**src/core/board_bus_pkg.sv**
```systemverilog
package board_bus_pkg;

   // ***************************************************************
   // register map
   // ***************************************************************
   localparam logic [7:0] OFS_CTRL = 8'h00;
   localparam logic [7:0] OFS_VECTOR = 8'h04;
   localparam logic [7:0] OFS_STATUS = 8'h08;
   localparam logic [7:0] OFS_CODES = 8'h0C;

   // ***************************************************************
   // ahb-lite encodings
   // ***************************************************************
   localparam logic [1:0] HTRANS_NONSEQ = 2'h2;
   localparam logic HRESP_OKAY = 1'b0;

   // ***************************************************************
   // rom-control codes and vector ports
   // ***************************************************************
   localparam int CODE_W = 5;
   localparam logic [4:0] CODE_FETCH = 5'h00;
   localparam logic [4:0] CODE_JUMP = 5'h01;
   localparam logic [4:0] CODE_RESET = 5'h08;
   localparam logic [7:0] PORT_VEC_UPPER = 8'h0C;
   localparam logic [7:0] PORT_VEC_LOWER = 8'h0D;

   // ***************************************************************
   // reset values and clock-source encodings
   // ***************************************************************
   localparam logic [15:0] PC_RESET = 16'h0000;
   localparam logic [15:0] VECTOR_RESET = 16'h0000;
   localparam logic [7:0] LATCH_RESET = 8'h00;
   localparam logic [1:0] CLK_SRC_ONBOARD = 2'h0;
   localparam logic [1:0] CLK_SRC_ALT = 2'h1;
   localparam logic [1:0] CLK_SRC_EXT = 2'h2;

   // ***************************************************************
   // types
   // ***************************************************************
   typedef struct packed {
      logic cpu_irq_en;
      logic iface_irq_en;
      logic [1:0] clk_src;
      logic panel_fitted;
   } ctrl_reg_t;

   localparam ctrl_reg_t CTRL_RESET = 5'h00;

   typedef struct packed {
      logic [7:0] upper;
      logic [7:0] lower;
   } vector_reg_t;

   typedef enum logic [1:0] {
      VEC_IDLE = 2'b00,
      VEC_UPPER = 2'b01,
      VEC_LOWER = 2'b10
   } vec_state_t;

endpackage

```
**src/core/processor_board_bus_control.sv**
```systemverilog
// Overview of operation
// RULE1 - five code lines; panel fitted selects panel group (decode only; rom_control_code output is always the registered cpu_rom_code)
// RULE2 - drive address bus unless dma owns it
// RULE3 - write bus driven whenever memory not idle
// RULE4 - read byte latched during memory slot
// RULE5 - dma may drive read bus afterward
// RULE6 - reset pulse on code 08 at cycle end
// RULE7 - fetch indicator on code 00, to panel
// RULE8 - jump indicator on code 01 to testpoint
// RULE9 - phase clock buffered, one of three sources
// RULE10 - cycle clock buffered, marks cycle end
// RULE11 - request needs enable, external irq, priority
// RULE12 - no panel: global request feeds processor
// RULE13 - enabled processor irq fetches vector 0C, 0D
// RULE14 - irq enabled status follows processor bit
// RULE15 - external reset clears pc and irq bit
// RULE16 - interrupt only while priority input inactive
// RULE17 - priority out inactive when nobody contemplating
// RULE18 - memory slot high while memory in use
// RULE19 - write strobe once address, data stable
// RULE20 - memory idle tells dma it may run
// RULE21 - store in progress asserted during stores
//
// The placing of the registers and the AHB-Lite slave port were chosen for this implementation.
module processor_board_bus_control
   import board_bus_pkg::*;
(
   // clock and reset
   input wire logic hclk,
   input wire logic hresetn,
   // ahb-lite slave
   input wire logic hsel,
   input wire logic [31:0] haddr,
   input wire logic [1:0] htrans,
   input wire logic hwrite,
   input wire logic [2:0] hsize,
   input wire logic [31:0] hwdata,
   input wire logic hready,
   output logic hreadyout,
   output logic hresp,
   output logic [31:0] hrdata,
   // rom-control groups
   input wire logic [CODE_W-1:0] cpu_rom_code,
   input wire logic [CODE_W-1:0] panel_rom_control_code,
   output logic [CODE_W-1:0] rom_control_code,
   // address bus
   input wire logic [15:0] cpu_address,
   input wire logic cpu_addr_active,
   input wire logic dma_active,
   output logic [15:0] memory_address_bus,
   output logic memory_address_oe,
   // data buses
   input wire logic [7:0] cpu_write_data,
   input wire logic cpu_store,
   output logic [7:0] memory_write_bus,
   output logic memory_write_oe,
   input wire logic [7:0] memory_read_bus,
   output logic [7:0] cpu_read_data,
   // memory timing
   input wire logic cpu_mem_slot,
   output logic memory_slot,
   output logic memory_idle,
   output logic ram_write_strobe,
   output logic store_in_progress,
   // decoded indicators
   output logic system_reset_pulse,
   output logic opcode_fetch_indicator,
   output logic panel_fetch_out,
   output logic jump_indicator,
   // clocks
   input wire logic [2:0] phase_clock_src,
   input wire logic cpu_cycle_clock,
   output logic phase_clock,
   output logic cycle_clock,
   // interrupts
   input wire logic external_irq_in_n,
   input wire logic priority_chain_in_n,
   output logic priority_chain_out_n,
   output logic global_irq_out,
   output logic global_irq_oe,
   input wire logic panel_irq_in_n,
   output logic irq_enabled_status,
   output logic irq_fetch_active,
   output logic [7:0] vector_port,
   output logic [15:0] program_counter,
   input wire logic external_reset_in_n
);

   // ***************************************************************
   // bus slave
   // ***************************************************************
   logic [7:0] addr_ff;
   logic wr_ff;
   logic rd_ff;
   ctrl_reg_t ctrl_ff;
   ctrl_reg_t nxt_ctrl;
   vector_reg_t vector_ff;
   vector_reg_t nxt_vector;

   wire bus_take = hsel & hready & (htrans == HTRANS_NONSEQ);
   wire wr_ctrl = wr_ff & (addr_ff == OFS_CTRL);
   wire wr_vector = wr_ff & (addr_ff == OFS_VECTOR);
   wire sel_ctrl = addr_ff == OFS_CTRL;
   wire sel_vector = addr_ff == OFS_VECTOR;
   wire sel_status = addr_ff == OFS_STATUS;
   wire sel_codes = addr_ff == OFS_CODES;

   always_ff @(posedge hclk or negedge hresetn) begin
      if (!hresetn) begin
         addr_ff <= 8'h00;
         wr_ff <= 1'b0;
         rd_ff <= 1'b0;
      end else begin
         addr_ff <= bus_take ? haddr[7:0] : addr_ff;
         wr_ff <= bus_take & hwrite;
         rd_ff <= bus_take & ~hwrite;
      end
   end

   assign hreadyout = 1'b1;
   assign hresp = HRESP_OKAY;

   // ***************************************************************
   // control and vector registers
   // ***************************************************************
   wire external_reset_in = ~external_reset_in_n;

   always_comb begin
      nxt_ctrl = ctrl_ff;
      if (wr_ctrl) begin
         nxt_ctrl = hwdata[4:0];
      end
      if (external_reset_in) begin
         nxt_ctrl.cpu_irq_en = 1'b0; // RULE15
      end
   end

   assign nxt_vector = wr_vector ? hwdata[15:0] : vector_ff;

   always_ff @(posedge hclk or negedge hresetn) begin
      if (!hresetn) begin
         ctrl_ff <= CTRL_RESET;
         vector_ff <= VECTOR_RESET;
      end else begin
         ctrl_ff <= nxt_ctrl;
         vector_ff <= nxt_vector;
      end
   end

   // ***************************************************************
   // rom-control decode
   // ***************************************************************
   logic [CODE_W-1:0] code_ff;
   logic fetch_ff;
   logic panel_fetch_ff;
   logic jump_ff;
   logic system_reset_pulse_ff;

   wire [CODE_W-1:0] eff_code = ctrl_ff.panel_fitted ?
                                panel_rom_control_code : cpu_rom_code; // RULE1
   wire dec_fetch = eff_code == CODE_FETCH;
   wire dec_jump = eff_code == CODE_JUMP;
   wire dec_reset = eff_code == CODE_RESET;

   always_ff @(posedge hclk or negedge hresetn) begin
      if (!hresetn) begin
         code_ff <= CODE_FETCH;
         fetch_ff <= 1'b0;
         panel_fetch_ff <= 1'b0;
         jump_ff <= 1'b0;
         system_reset_pulse_ff <= 1'b0;
      end else begin
         code_ff <= cpu_rom_code; // RULE1
         fetch_ff <= dec_fetch; // RULE7
         panel_fetch_ff <= dec_fetch & ctrl_ff.panel_fitted; // RULE7
         jump_ff <= dec_jump; // RULE8
         system_reset_pulse_ff <= dec_reset & cpu_cycle_clock; // RULE6
      end
   end

   assign rom_control_code = code_ff;
   assign opcode_fetch_indicator = fetch_ff;
   assign panel_fetch_out = panel_fetch_ff;
   assign jump_indicator = jump_ff;
   assign system_reset_pulse = system_reset_pulse_ff;

   // ***************************************************************
   // clocks
   // ***************************************************************
   logic phase_ff;
   logic cycle_ff;
   logic phase_sel;

   always_comb begin
      phase_sel = phase_clock_src[0];
      unique case (ctrl_ff.clk_src)
         CLK_SRC_ONBOARD: phase_sel = phase_clock_src[0];
         CLK_SRC_ALT: phase_sel = phase_clock_src[1];
         CLK_SRC_EXT: phase_sel = phase_clock_src[2];
         default: phase_sel = phase_clock_src[0];
      endcase
   end

   always_ff @(posedge hclk or negedge hresetn) begin
      if (!hresetn) begin
         phase_ff <= 1'b0;
         cycle_ff <= 1'b0;
      end else begin
         phase_ff <= phase_sel; // RULE9
         cycle_ff <= cpu_cycle_clock; // RULE10
      end
   end

   assign phase_clock = phase_ff;
   assign cycle_clock = cycle_ff;

   // trailing edge of the cycle clock starts the next cycle
   wire cycle_end = cycle_ff & ~cpu_cycle_clock; // RULE10

   // ***************************************************************
   // memory buses and strobes
   // ***************************************************************
   logic [15:0] addr_bus_ff;
   logic addr_oe_ff;
   logic [7:0] wdata_ff;
   logic wdata_oe_ff;
   logic [7:0] rlatch_ff;
   logic slot_ff;
   logic idle_ff;
   logic strobe_ff;
   logic store_ff;

   wire idle_now = ~cpu_mem_slot; // RULE20
   wire drive_addr = cpu_addr_active & ~dma_active; // RULE2
   // strobe waits a cycle into the slot so address and data settle
   wire strobe_now = cpu_store & cpu_mem_slot & slot_ff & store_ff; // RULE19

   always_ff @(posedge hclk or negedge hresetn) begin
      if (!hresetn) begin
         addr_bus_ff <= 16'h0000;
         addr_oe_ff <= 1'b0;
         wdata_ff <= 8'h00;
         wdata_oe_ff <= 1'b0;
      end else begin
         addr_bus_ff <= cpu_address; // RULE2
         addr_oe_ff <= drive_addr; // RULE2
         wdata_ff <= cpu_write_data; // RULE3
         wdata_oe_ff <= ~idle_now; // RULE3
      end
   end

   always_ff @(posedge hclk or negedge hresetn) begin
      if (!hresetn) begin
         rlatch_ff <= LATCH_RESET;
      end else if (cpu_mem_slot) begin
         // outside the slot the latch holds; dma may own the bus then
         rlatch_ff <= memory_read_bus; // RULE4 RULE5
      end
   end

   always_ff @(posedge hclk or negedge hresetn) begin
      if (!hresetn) begin
         slot_ff <= 1'b0;
         idle_ff <= 1'b1;
         strobe_ff <= 1'b0;
         store_ff <= 1'b0;
      end else begin
         slot_ff <= cpu_mem_slot; // RULE18
         idle_ff <= idle_now; // RULE20
         strobe_ff <= strobe_now; // RULE19
         store_ff <= cpu_store & ~idle_now; // RULE21
      end
   end

   assign memory_address_bus = addr_bus_ff;
   assign memory_address_oe = addr_oe_ff;
   assign memory_write_bus = wdata_ff;
   assign memory_write_oe = wdata_oe_ff;
   assign cpu_read_data = rlatch_ff;
   assign memory_slot = slot_ff;
   assign memory_idle = idle_ff;
   assign ram_write_strobe = strobe_ff;
   assign store_in_progress = store_ff;

   // ***************************************************************
   // interrupt request and priority chain
   // ***************************************************************
   logic greq_ff;
   logic prio_out_n_ff;
   logic en_status_ff;

   wire ext_irq = ~external_irq_in_n;
   wire higher_busy = ~priority_chain_in_n; // RULE16
   wire contemplating = ctrl_ff.iface_irq_en & ext_irq;
   wire greq_now = contemplating & ~higher_busy; // RULE11 RULE16
   wire proc_irq = ctrl_ff.panel_fitted ? ~panel_irq_in_n : greq_ff; // RULE12

   always_ff @(posedge hclk or negedge hresetn) begin
      if (!hresetn) begin
         greq_ff <= 1'b0;
         prio_out_n_ff <= 1'b1;
         en_status_ff <= 1'b0;
      end else begin
         greq_ff <= greq_now; // RULE11
         prio_out_n_ff <= ~(contemplating | higher_busy); // RULE17
         en_status_ff <= nxt_ctrl.cpu_irq_en; // RULE14
      end
   end

   // open-drain global line: pulled low while requesting
   assign global_irq_out = 1'b0;
   assign global_irq_oe = greq_ff;
   assign priority_chain_out_n = prio_out_n_ff;
   assign irq_enabled_status = en_status_ff;

   // ***************************************************************
   // interrupt vector fetch
   // ***************************************************************
   vec_state_t vec_ff;
   vec_state_t nxt_vec;
   logic [15:0] pc_ff;
   logic [15:0] nxt_pc;
   logic [7:0] port_ff;
   logic [7:0] nxt_port;

   wire vec_start = ctrl_ff.cpu_irq_en & proc_irq & cycle_end; // RULE13

   always_comb begin
      nxt_vec = vec_ff;
      nxt_pc = pc_ff;
      nxt_port = port_ff;
      unique case (vec_ff)
         VEC_IDLE: begin
            if (vec_start) begin
               nxt_vec = VEC_UPPER;
               nxt_port = PORT_VEC_UPPER; // RULE13
            end
         end
         VEC_UPPER: begin
            if (cycle_end) begin
               nxt_pc[15:8] = vector_ff.upper; // RULE13
               nxt_port = PORT_VEC_LOWER;
               nxt_vec = VEC_LOWER;
            end
         end
         VEC_LOWER: begin
            if (cycle_end) begin
               nxt_pc[7:0] = vector_ff.lower; // RULE13
               nxt_port = 8'h00;
               nxt_vec = VEC_IDLE;
            end
         end
         default: nxt_vec = VEC_IDLE;
      endcase
      if (external_reset_in) begin
         nxt_vec = VEC_IDLE;
         nxt_pc = PC_RESET; // RULE15
         nxt_port = 8'h00;
      end
   end

   always_ff @(posedge hclk or negedge hresetn) begin
      if (!hresetn) begin
         vec_ff <= VEC_IDLE;
         pc_ff <= PC_RESET;
         port_ff <= 8'h00;
      end else begin
         vec_ff <= nxt_vec;
         pc_ff <= nxt_pc;
         port_ff <= nxt_port;
      end
   end

   assign irq_fetch_active = vec_ff != VEC_IDLE;
   assign vector_port = port_ff;
   assign program_counter = pc_ff;

   // ***************************************************************
   // read data
   // ***************************************************************
   wire [31:0] rd_ctrl = {27'h0000000, ctrl_ff};
   wire [31:0] rd_vector = {16'h0000, vector_ff};
   wire [31:0] rd_status = {3'h0, jump_ff, fetch_ff, irq_fetch_active,
                            greq_ff, en_status_ff, rlatch_ff, pc_ff};
   wire [31:0] rd_codes = {22'h000000, cpu_rom_code, eff_code};

   assign hrdata = !rd_ff ? 32'h00000000 :
                   sel_ctrl ? rd_ctrl :
                   sel_vector ? rd_vector :
                   sel_status ? rd_status :
                   sel_codes ? rd_codes : 32'h00000000;

endmodule

```
**config.mk**
```make
export PLATFORM = sky130hd
export DESIGN_NAME = processor_board_bus_control
export DESIGN_NICKNAME = d
export VERILOG_FILES = /design/src/core/board_bus_pkg.sv /design/src/core/processor_board_bus_control.sv
export SDC_FILE = /design/constraint.sdc
export NUM_CORES = 1
export LEC_CHECK = 0
export ABC_AREA = 1
export BUFFER_PORTS_ARGS = -buffer_cell sky130_fd_sc_hd__buf_4
export CAP_MARGIN = 25
export CORE_MARGIN = 2
export CORE_UTILIZATION = 45
export DETAILED_ROUTE_END_ITERATION = 7
export GPL_TIMING_DRIVEN = 0
export PLACE_DENSITY = 0.91
export SLEW_MARGIN = 20
export SYNTH_ARGS = -nofsm -noshare
export SYNTH_HDL_FRONTEND = slang
export SYNTH_SLANG_ARGS = --single-unit
```
**constraint.sdc**
```tcl
create_clock -name hclk -period 2.21 [get_ports hclk]
set_clock_uncertainty 0.15 [all_clocks]
set_input_delay 0.442 -clock hclk [delete_from_list [all_inputs] [get_ports hclk]]
set_output_delay 0.442 -clock hclk [all_outputs]
set_load 0.01 [all_outputs]
```
Yosys cells after proc, flatten, opt, wreduce, memory -nomap -nowiden
Cells that the tools add are included.
{"block": "totals", "romBits": 0, "latch_bits": 0, "out_inout_bits": 112, "word_cells": 107, "register_bits": 107, "ramBits": 0, "memories": 0}
{"block": "op_classes", "reduce_logical": 8, "div": 0, "n_shift": 0, "bitwise": 26, "mul": 0, "muxes": 25, "order_cmp": 0, "n_addsub": 0, "n_eq_ne": 18}
{"op": "29-bit two-way mux", "count": 4}
{"op": "8-bit two-way mux", "count": 8}
{"op": "8-bit one-hot mux with 3 select lines", "count": 1}
{"op": "1-bit bitwise AND", "count": 17}
{"op": "8-bit by 4-bit equality test with 1-bit output, second input constant", "count": 2}
{"op": "16-bit two-way mux", "count": 1}
{"op": "10-bit two-way mux", "count": 1}
{"op": "5-bit two-way mux", "count": 2}
{"op": "3-bit inequality test, second input constant", "count": 3}
{"op": "8-bit by 3-bit equality test with 1-bit output, second input constant", "count": 1}
{"op": "8-bit zero test", "count": 1}
{"op": "2-bit two-way mux", "count": 4}
{"op": "2-bit by 1-bit inequality test with 1-bit output, second input constant", "count": 4}
{"op": "1-bit inverter", "count": 8}
{"op": "2-bit equality test, second input constant", "count": 3}
{"op": "2-bit one-hot mux with 3 select lines", "count": 1}
{"op": "5-bit by 1-bit equality test with 1-bit output, second input constant", "count": 1}
{"op": "5-bit by 4-bit equality test with 1-bit output, second input constant", "count": 1}
{"op": "5-bit zero test", "count": 1}
{"op": "2-bit by 1-bit equality test with 1-bit output, second input constant", "count": 2}
{"op": "4-bit by 1-bit inequality test with 1-bit output, second input constant", "count": 1}
{"op": "2-bit AND reduction", "count": 2}
{"op": "4-bit AND reduction", "count": 1}
{"op": "3-bit AND reduction", "count": 1}
{"op": "5 further kinds", "count": 6}

Logic depth before layout (Yosys ltp)
{"block": "logic_depth", "word_depth": 7, "depth_mapped": 9, "ltp_nobuf": 8}

Worst setup path after synthesis
No wires, ideal clock.
{"block": "synth_path", "path_type": "reg-to-output", "startpoint": "register addr_ff[7]", "endpoint": "output hrdata[10]", "required_time_ns": 1.618, "t_arrival_ns": 1.214, "path_stages_with_launch": 7, "path_slack_ns": 0.404, "path_cell_list": "dfrtp_1 nor2_1 nand2_2 nor2_4 buf_2 nand2_1 a21oi_1"}
{"block": "synth_between", "elab_chain_len": 5}
{"element": "from (decl)", "line": "processor_board_bus_control.sv:92", "text": "logic [7:0] addr_ff;"}
{"element": "from (signal assigned)", "line": "processor_board_bus_control.sv:114", "text": "addr_ff <= bus_take ? haddr[7:0] : addr_ff;"}
{"element": "8-bit by 4-bit equality test with 1-bit output", "line": "processor_board_bus_control.sv:105", "text": "wire sel_status = addr_ff == OFS_STATUS;"}
{"element": "29-bit two-way mux", "line": "processor_board_bus_control.sv:390", "text": "sel_status ? rd_status :"}
{"element": "29-bit two-way mux", "line": "processor_board_bus_control.sv:389", "text": "sel_vector ? rd_vector :"}
{"element": "29-bit two-way mux *", "line": "processor_board_bus_control.sv:388", "text": "sel_ctrl ? rd_ctrl :"}
{"element": "29-bit two-way mux *", "line": "processor_board_bus_control.sv:387", "text": "assign hrdata = !rd_ff ? 32'h00000000 :"}
{"element": "to (decl)", "line": "processor_board_bus_control.sv:41", "text": "output logic [31:0] hrdata,"}
Every way passes the cells marked *; elsewhere a longest branch is shown, timed or not.

Worst setup path after layout
Same ends and word-level chain as after synthesis.

==> flow_results.xml <==
<?xml version="1.0" encoding="UTF-8"?>
<metrics>
  <group name="die">
    <metric name="design.die.area" unit="um2">10600</metric>
    <metric name="core" unit="um2">9640</metric>
    <metric name="design.portCount" unit="">240</metric>
    <metric name="die_height" unit="um">103</metric>
    <metric name="die_width" unit="um">103</metric>
    <metric name="floorplan.initialDensity" unit="%">45.7</metric>
    <metric name="row_count" unit="">36</metric>
  </group>
  <group name="timing">
    <metric name="grt_setup_unrepaired" unit="">yes</metric>
    <metric name="finalWorstPathRequiredPeriod" unit="ns">2.41</metric>
    <metric name="max_slew_margin" unit="%">38.6</metric>
    <metric name="fin_crit_sh" unit="%">109</metric>
    <metric name="report.final.slew_viol_count" unit="">0</metric>
    <metric name="fmax" unit="MHz">416</metric>
    <metric name="setup-tns-final" unit="ns">-4.04</metric>
    <metric name="worstMarginPinSlew" unit="ns">0.920</metric>
    <metric name="hold_violations" unit="">3</metric>
    <metric name="worst_hold_slack" unit="ns">-0.0106</metric>
    <metric name="final.setup.worst_slack" unit="ns">-0.196</metric>
    <metric name="report.final.setup_viol" unit="">29</metric>
  </group>
  <group name="route">
    <metric name="drc_errors" unit="">0</metric>
    <metric name="detailedRoute.firstIterationViolations" unit="">261</metric>
    <metric name="wire_length_after_detailed_routing" unit="mm">13.6</metric>
    <metric name="vias_per_cell" unit="">5.07</metric>
    <metric name="routed-via-count" unit="">4333</metric>
    <metric name="post_route_antenna_net_violation_count" unit="">0</metric>
    <metric name="drtPass1Iterations" unit="">5</metric>
    <metric name="routedWlPerCell" unit="um">15.9</metric>
  </group>
  <group name="setup_path">
    <metric name="rrSetupSlack" unit="ns">0.51</metric>
    <metric name="reg2reg_from" unit="">addr_ff[7]$_DFFE_PN0P_</metric>
    <metric name="cp.arrival" unit="ns">1.81</metric>
    <metric name="crit_path_max_fanout" unit="">5</metric>
    <metric name="worst-setup-path-type" unit="">register to output port</metric>
    <metric name="reg2regPathDepth" unit="">7</metric>
    <metric name="required" unit="ns">1.62</metric>
    <metric name="cp-end-kind" unit="">output port</metric>
    <metric name="critical_path.startpoint_type" unit="">register</metric>
    <metric name="r2r-end" unit="">rd_vector[4]$_DFFE_PN0P_</metric>
  </group>
  <group name="synthesis">
    <metric name="synth_area_leaders" unit="">sky130_fd_sc_hd__dfrtp_1 56%, sky130_fd_sc_hd__nand2_1 10%, sky130_fd_sc_hd__nand3_1 5.9%</metric>
    <metric name="synthDominantAreaCellType" unit="">sky130_fd_sc_hd__dfrtp_1</metric>
    <metric name="post_synth_inst_count" unit="">499</metric>
    <metric name="synthDominantCellAreaShare" unit="%">56.3</metric>
    <metric name="syn-mean-instance-area" unit="um2">8.83</metric>
    <metric name="synth.lib_cells_used.distinct" unit="">27</metric>
    <metric name="ys_warn_count" unit="">0</metric>
    <metric name="ys_seq_elements" unit="">101</metric>
    <metric name="synth.yosys.seq_area_share" unit="%">57.4</metric>
    <metric name="syn_area" unit="um2">4400</metric>
  </group>
  <group name="final_layout">
    <metric name="final_net_count" unit="">846</metric>
    <metric name="final-instance-count-excl-fill" unit="">854</metric>
    <metric name="fraction_of_layout_instances_using_a_drive_strength_above_1" unit="%">44.2</metric>
    <metric name="post-route-cell-area" unit="um2">6650</metric>
    <metric name="layout-area-overhead-vs-synth" unit="%">51.0</metric>
    <metric name="n_antenna_cell" unit="">0</metric>
  </group>
  <group name="global_routing">
    <metric name="grt_max_degree" unit="">102</metric>
    <metric name="grt_pass1_vias" unit="">4176</metric>
    <metric name="globalRouteTotalUtil" unit="%">24.3</metric>
    <metric name="overflow" unit="">0</metric>
    <metric name="antenna_violations_before_repair" unit="">0</metric>
    <metric name="grt_first_pass_wirelength" unit="mm">19.8</metric>
  </group>
  <group name="power">
    <metric name="leakagePower" unit="nW">3.42</metric>
    <metric name="net-switching-power" unit="mW">1.24</metric>
    <metric name="power_density" unit="nW/um2">645</metric>
    <metric name="p_int" unit="mW">3.05</metric>
    <metric name="irDropWorstVdd" unit="mV">0.415</metric>
    <metric name="switching_share" unit="%">29.0</metric>
    <metric name="combinationalPowerShare" unit="%">20.2</metric>
    <metric name="p_seq_share" unit="%">48.8</metric>
    <metric name="power" unit="mW">4.29</metric>
    <metric name="clkPwrFrac" unit="%">31.0</metric>
  </group>
  <group name="clock_tree">
    <metric name="cts_bufs_inserted" unit="">9</metric>
    <metric name="num_clock_sinks" unit="">101</metric>
    <metric name="clk-insertion-delay-late" unit="ns">0.36</metric>
    <metric name="clock_path_buffers" unit="">2</metric>
    <metric name="buffer_cell_driving_the_clock_tree_root" unit="">sky130_fd_sc_hd__clkbuf_8</metric>
    <metric name="h-tree-depth" unit="">3</metric>
    <metric name="tritoncts" unit="">yes</metric>
    <metric name="clk_pin_slew" unit="ns">0.10</metric>
  </group>
  <group name="min_path">
    <metric name="holdCritPathClass" unit="">primary input to async pin</metric>
  </group>
  <group name="job">
    <metric name="drv_cap" unit="">0</metric>
  </group>
  <group name="placed_design">
    <metric name="dp_cells" unit="">826</metric>
    <metric name="place_area" unit="um2">6000</metric>
    <metric name="post-place-ws" unit="ns">0.00642</metric>
    <metric name="placement.io_buffers" unit="">185</metric>
    <metric name="dpl.hpwl" unit="mm">9.53</metric>
    <metric name="gp_congestion" unit="">0.866</metric>
  </group>
  <group name="run_status">
    <metric name="failed_checks" unit="">hold timing, setup timing</metric>
    <metric name="status" unit="">finished with violations</metric>
  </group>
</metrics>
-- logic make-up (layout without fill, tap and decap cells) --
logic type | Yosys count | in the layout | synth area share (%)
fa+ha+maj | 2 | 2 | 0.568
compound gates | 66 | 66 | 7.61
simple gates | 247 | 248 | 24.9
buf+inv | 77 | 289 | 8.30
other cells | 2 | 11 | 0.171
flops | 101 | 101 | 57.4
mux | 4 | 4 | 1.02
-- flip-flops by register name (all words and copies together), names as in the netlist, 2 cells and up --
| name | cells |
|---|---|
| rom_control_code | 5 |
| cpu_read_data | 8 |
| rd_vector | 16 |
| ctrl_ff | 4 |
| vec_ff | 2 |
| addr_ff | 8 |
| memory_write_bus | 8 |
| vector_port | 2 |
| memory_address_bus | 16 |
| program_counter | 16 |
-- repair_timing --
action	CTS	global route
hold buffers	0	0
resized for setup	38	51
setup endpoints to repair	29	29
pin swaps	8	12
gates cloned	1	3
setup buffers	3	5
-- metrics by stage --
step / hold WS (ns) / util (%)
after floorplan: -0.00359 / -
after global placement: 0.312 / 62.2
after detailed placement: 0.318 / 62.2
after CTS: 0.0149 / 66.1
after global routing: 0.00802 / 69.0
final: -0.0106 / 69.0
-- synth_stat cells (all sizes together) --
library cell    n
nand2         134
dfrtp          99
nand3          52
nor2           48
inv            47
o21ai          42
buf            24
a21oi          22
nor3           11
clkbuf          6
mux2            4
conb            2
dfstp           2
ha              2
nand4           2
a22oi           1
o31ai           1
-- cell type report --
type | instances | area (um2)
plain buffers | 30 | 234
clock buffers | 9 | 124
clock inverters | 7 | 103
fillers | 770 | 2990
inverters | 47 | 186
multi-input cells | 331 | 1750
flip-flops and latches | 101 | 2530
well taps | 133 | 166
repair buffers | 195 | 1550
repair inverters | 1 | 6.26
-- power groups by stage --
stage / sequential [mW] / combinational [mW] / clock, mW
global route: 2.11 / 0.941 / 1.41
CTS: 2.08 / 0.783 / 1.35
finish: 2.09 / 0.866 / 1.33
global placement: 2.11 / 0.723 / 0
floorplan: 2.14 / 0.301 / 0
detailed placement: 2.11 / 0.751 / 0
-- per-layer routing --
layer	wire length [um]	up-vias	share of wire (%)	track usage, %
met5	0	-	0	0
met4	322	0	2.4	8.70
met3	1040	30	7.7	4.95
met2	7070	204	52	43.2
met1	5130	2094	38	29.2
li1	-	2005	-	-
-- worst max path at each step --
stage | startpoint | endpoint
after detailed placement | rd_ff$_DFF_PN0_ | hrdata[24]
after floorplan | addr_ff[7]$_DFFE_PN0P_ | hrdata[10]
after global routing | addr_ff[7]$_DFFE_PN0P_ | hrdata[7]
final | addr_ff[7]$_DFFE_PN0P_ | hrdata[10]
after global placement | rd_ff$_DFF_PN0_ | hrdata[24]
after CTS | addr_ff[0]$_DFFE_PN0P_ | hrdata[24]
-- placed cells by master (no fill, tap or decap), types with 4 or more instances in the layout --
master                     netlist  routed
sky130_fd_sc_hd__mux2_2          4       4
sky130_fd_sc_hd__clkbuf_1        6       4
sky130_fd_sc_hd__a21oi_2         0       5
sky130_fd_sc_hd__buf_12          1       4
sky130_fd_sc_hd__clkbuf_8        0       9
sky130_fd_sc_hd__inv_2           6      12
sky130_fd_sc_hd__o21ai_1         7       7
sky130_fd_sc_hd__inv_6           0       4
sky130_fd_sc_hd__inv_1          41      33
sky130_fd_sc_hd__buf_4          13     196
sky130_fd_sc_hd__o21ai_0        35      34
sky130_fd_sc_hd__nor3_2          0       8
sky130_fd_sc_hd__nand3_2         0       6
sky130_fd_sc_hd__dfrtp_1        99      98
sky130_fd_sc_hd__buf_2           9       4
sky130_fd_sc_hd__a21oi_1        22      17
sky130_fd_sc_hd__conb_1          2      11
sky130_fd_sc_hd__nor2_4          1       5
sky130_fd_sc_hd__nand2_2        13      25
sky130_fd_sc_hd__buf_6           0      10
sky130_fd_sc_hd__nor2_1         43      39
sky130_fd_sc_hd__nand3_1        52      46
sky130_fd_sc_hd__nand2_4         1       5
sky130_fd_sc_hd__nand2_1       120     104
-- worst max-delay path: stages (launching register included) --
cell	delay [ns]
sky130_fd_sc_hd__dfrtp_1	0.41
sky130_fd_sc_hd__nor2_2	0.17
sky130_fd_sc_hd__nand2_4	0.13
sky130_fd_sc_hd__nor2_4	0.14
sky130_fd_sc_hd__buf_12	0.13
sky130_fd_sc_hd__buf_8	0.13
sky130_fd_sc_hd__nand2_4	0.05
sky130_fd_sc_hd__a21oi_2	0.14
sky130_fd_sc_hd__buf_4	0.14
Note: power is estimated with default switching activity, not from simulation.
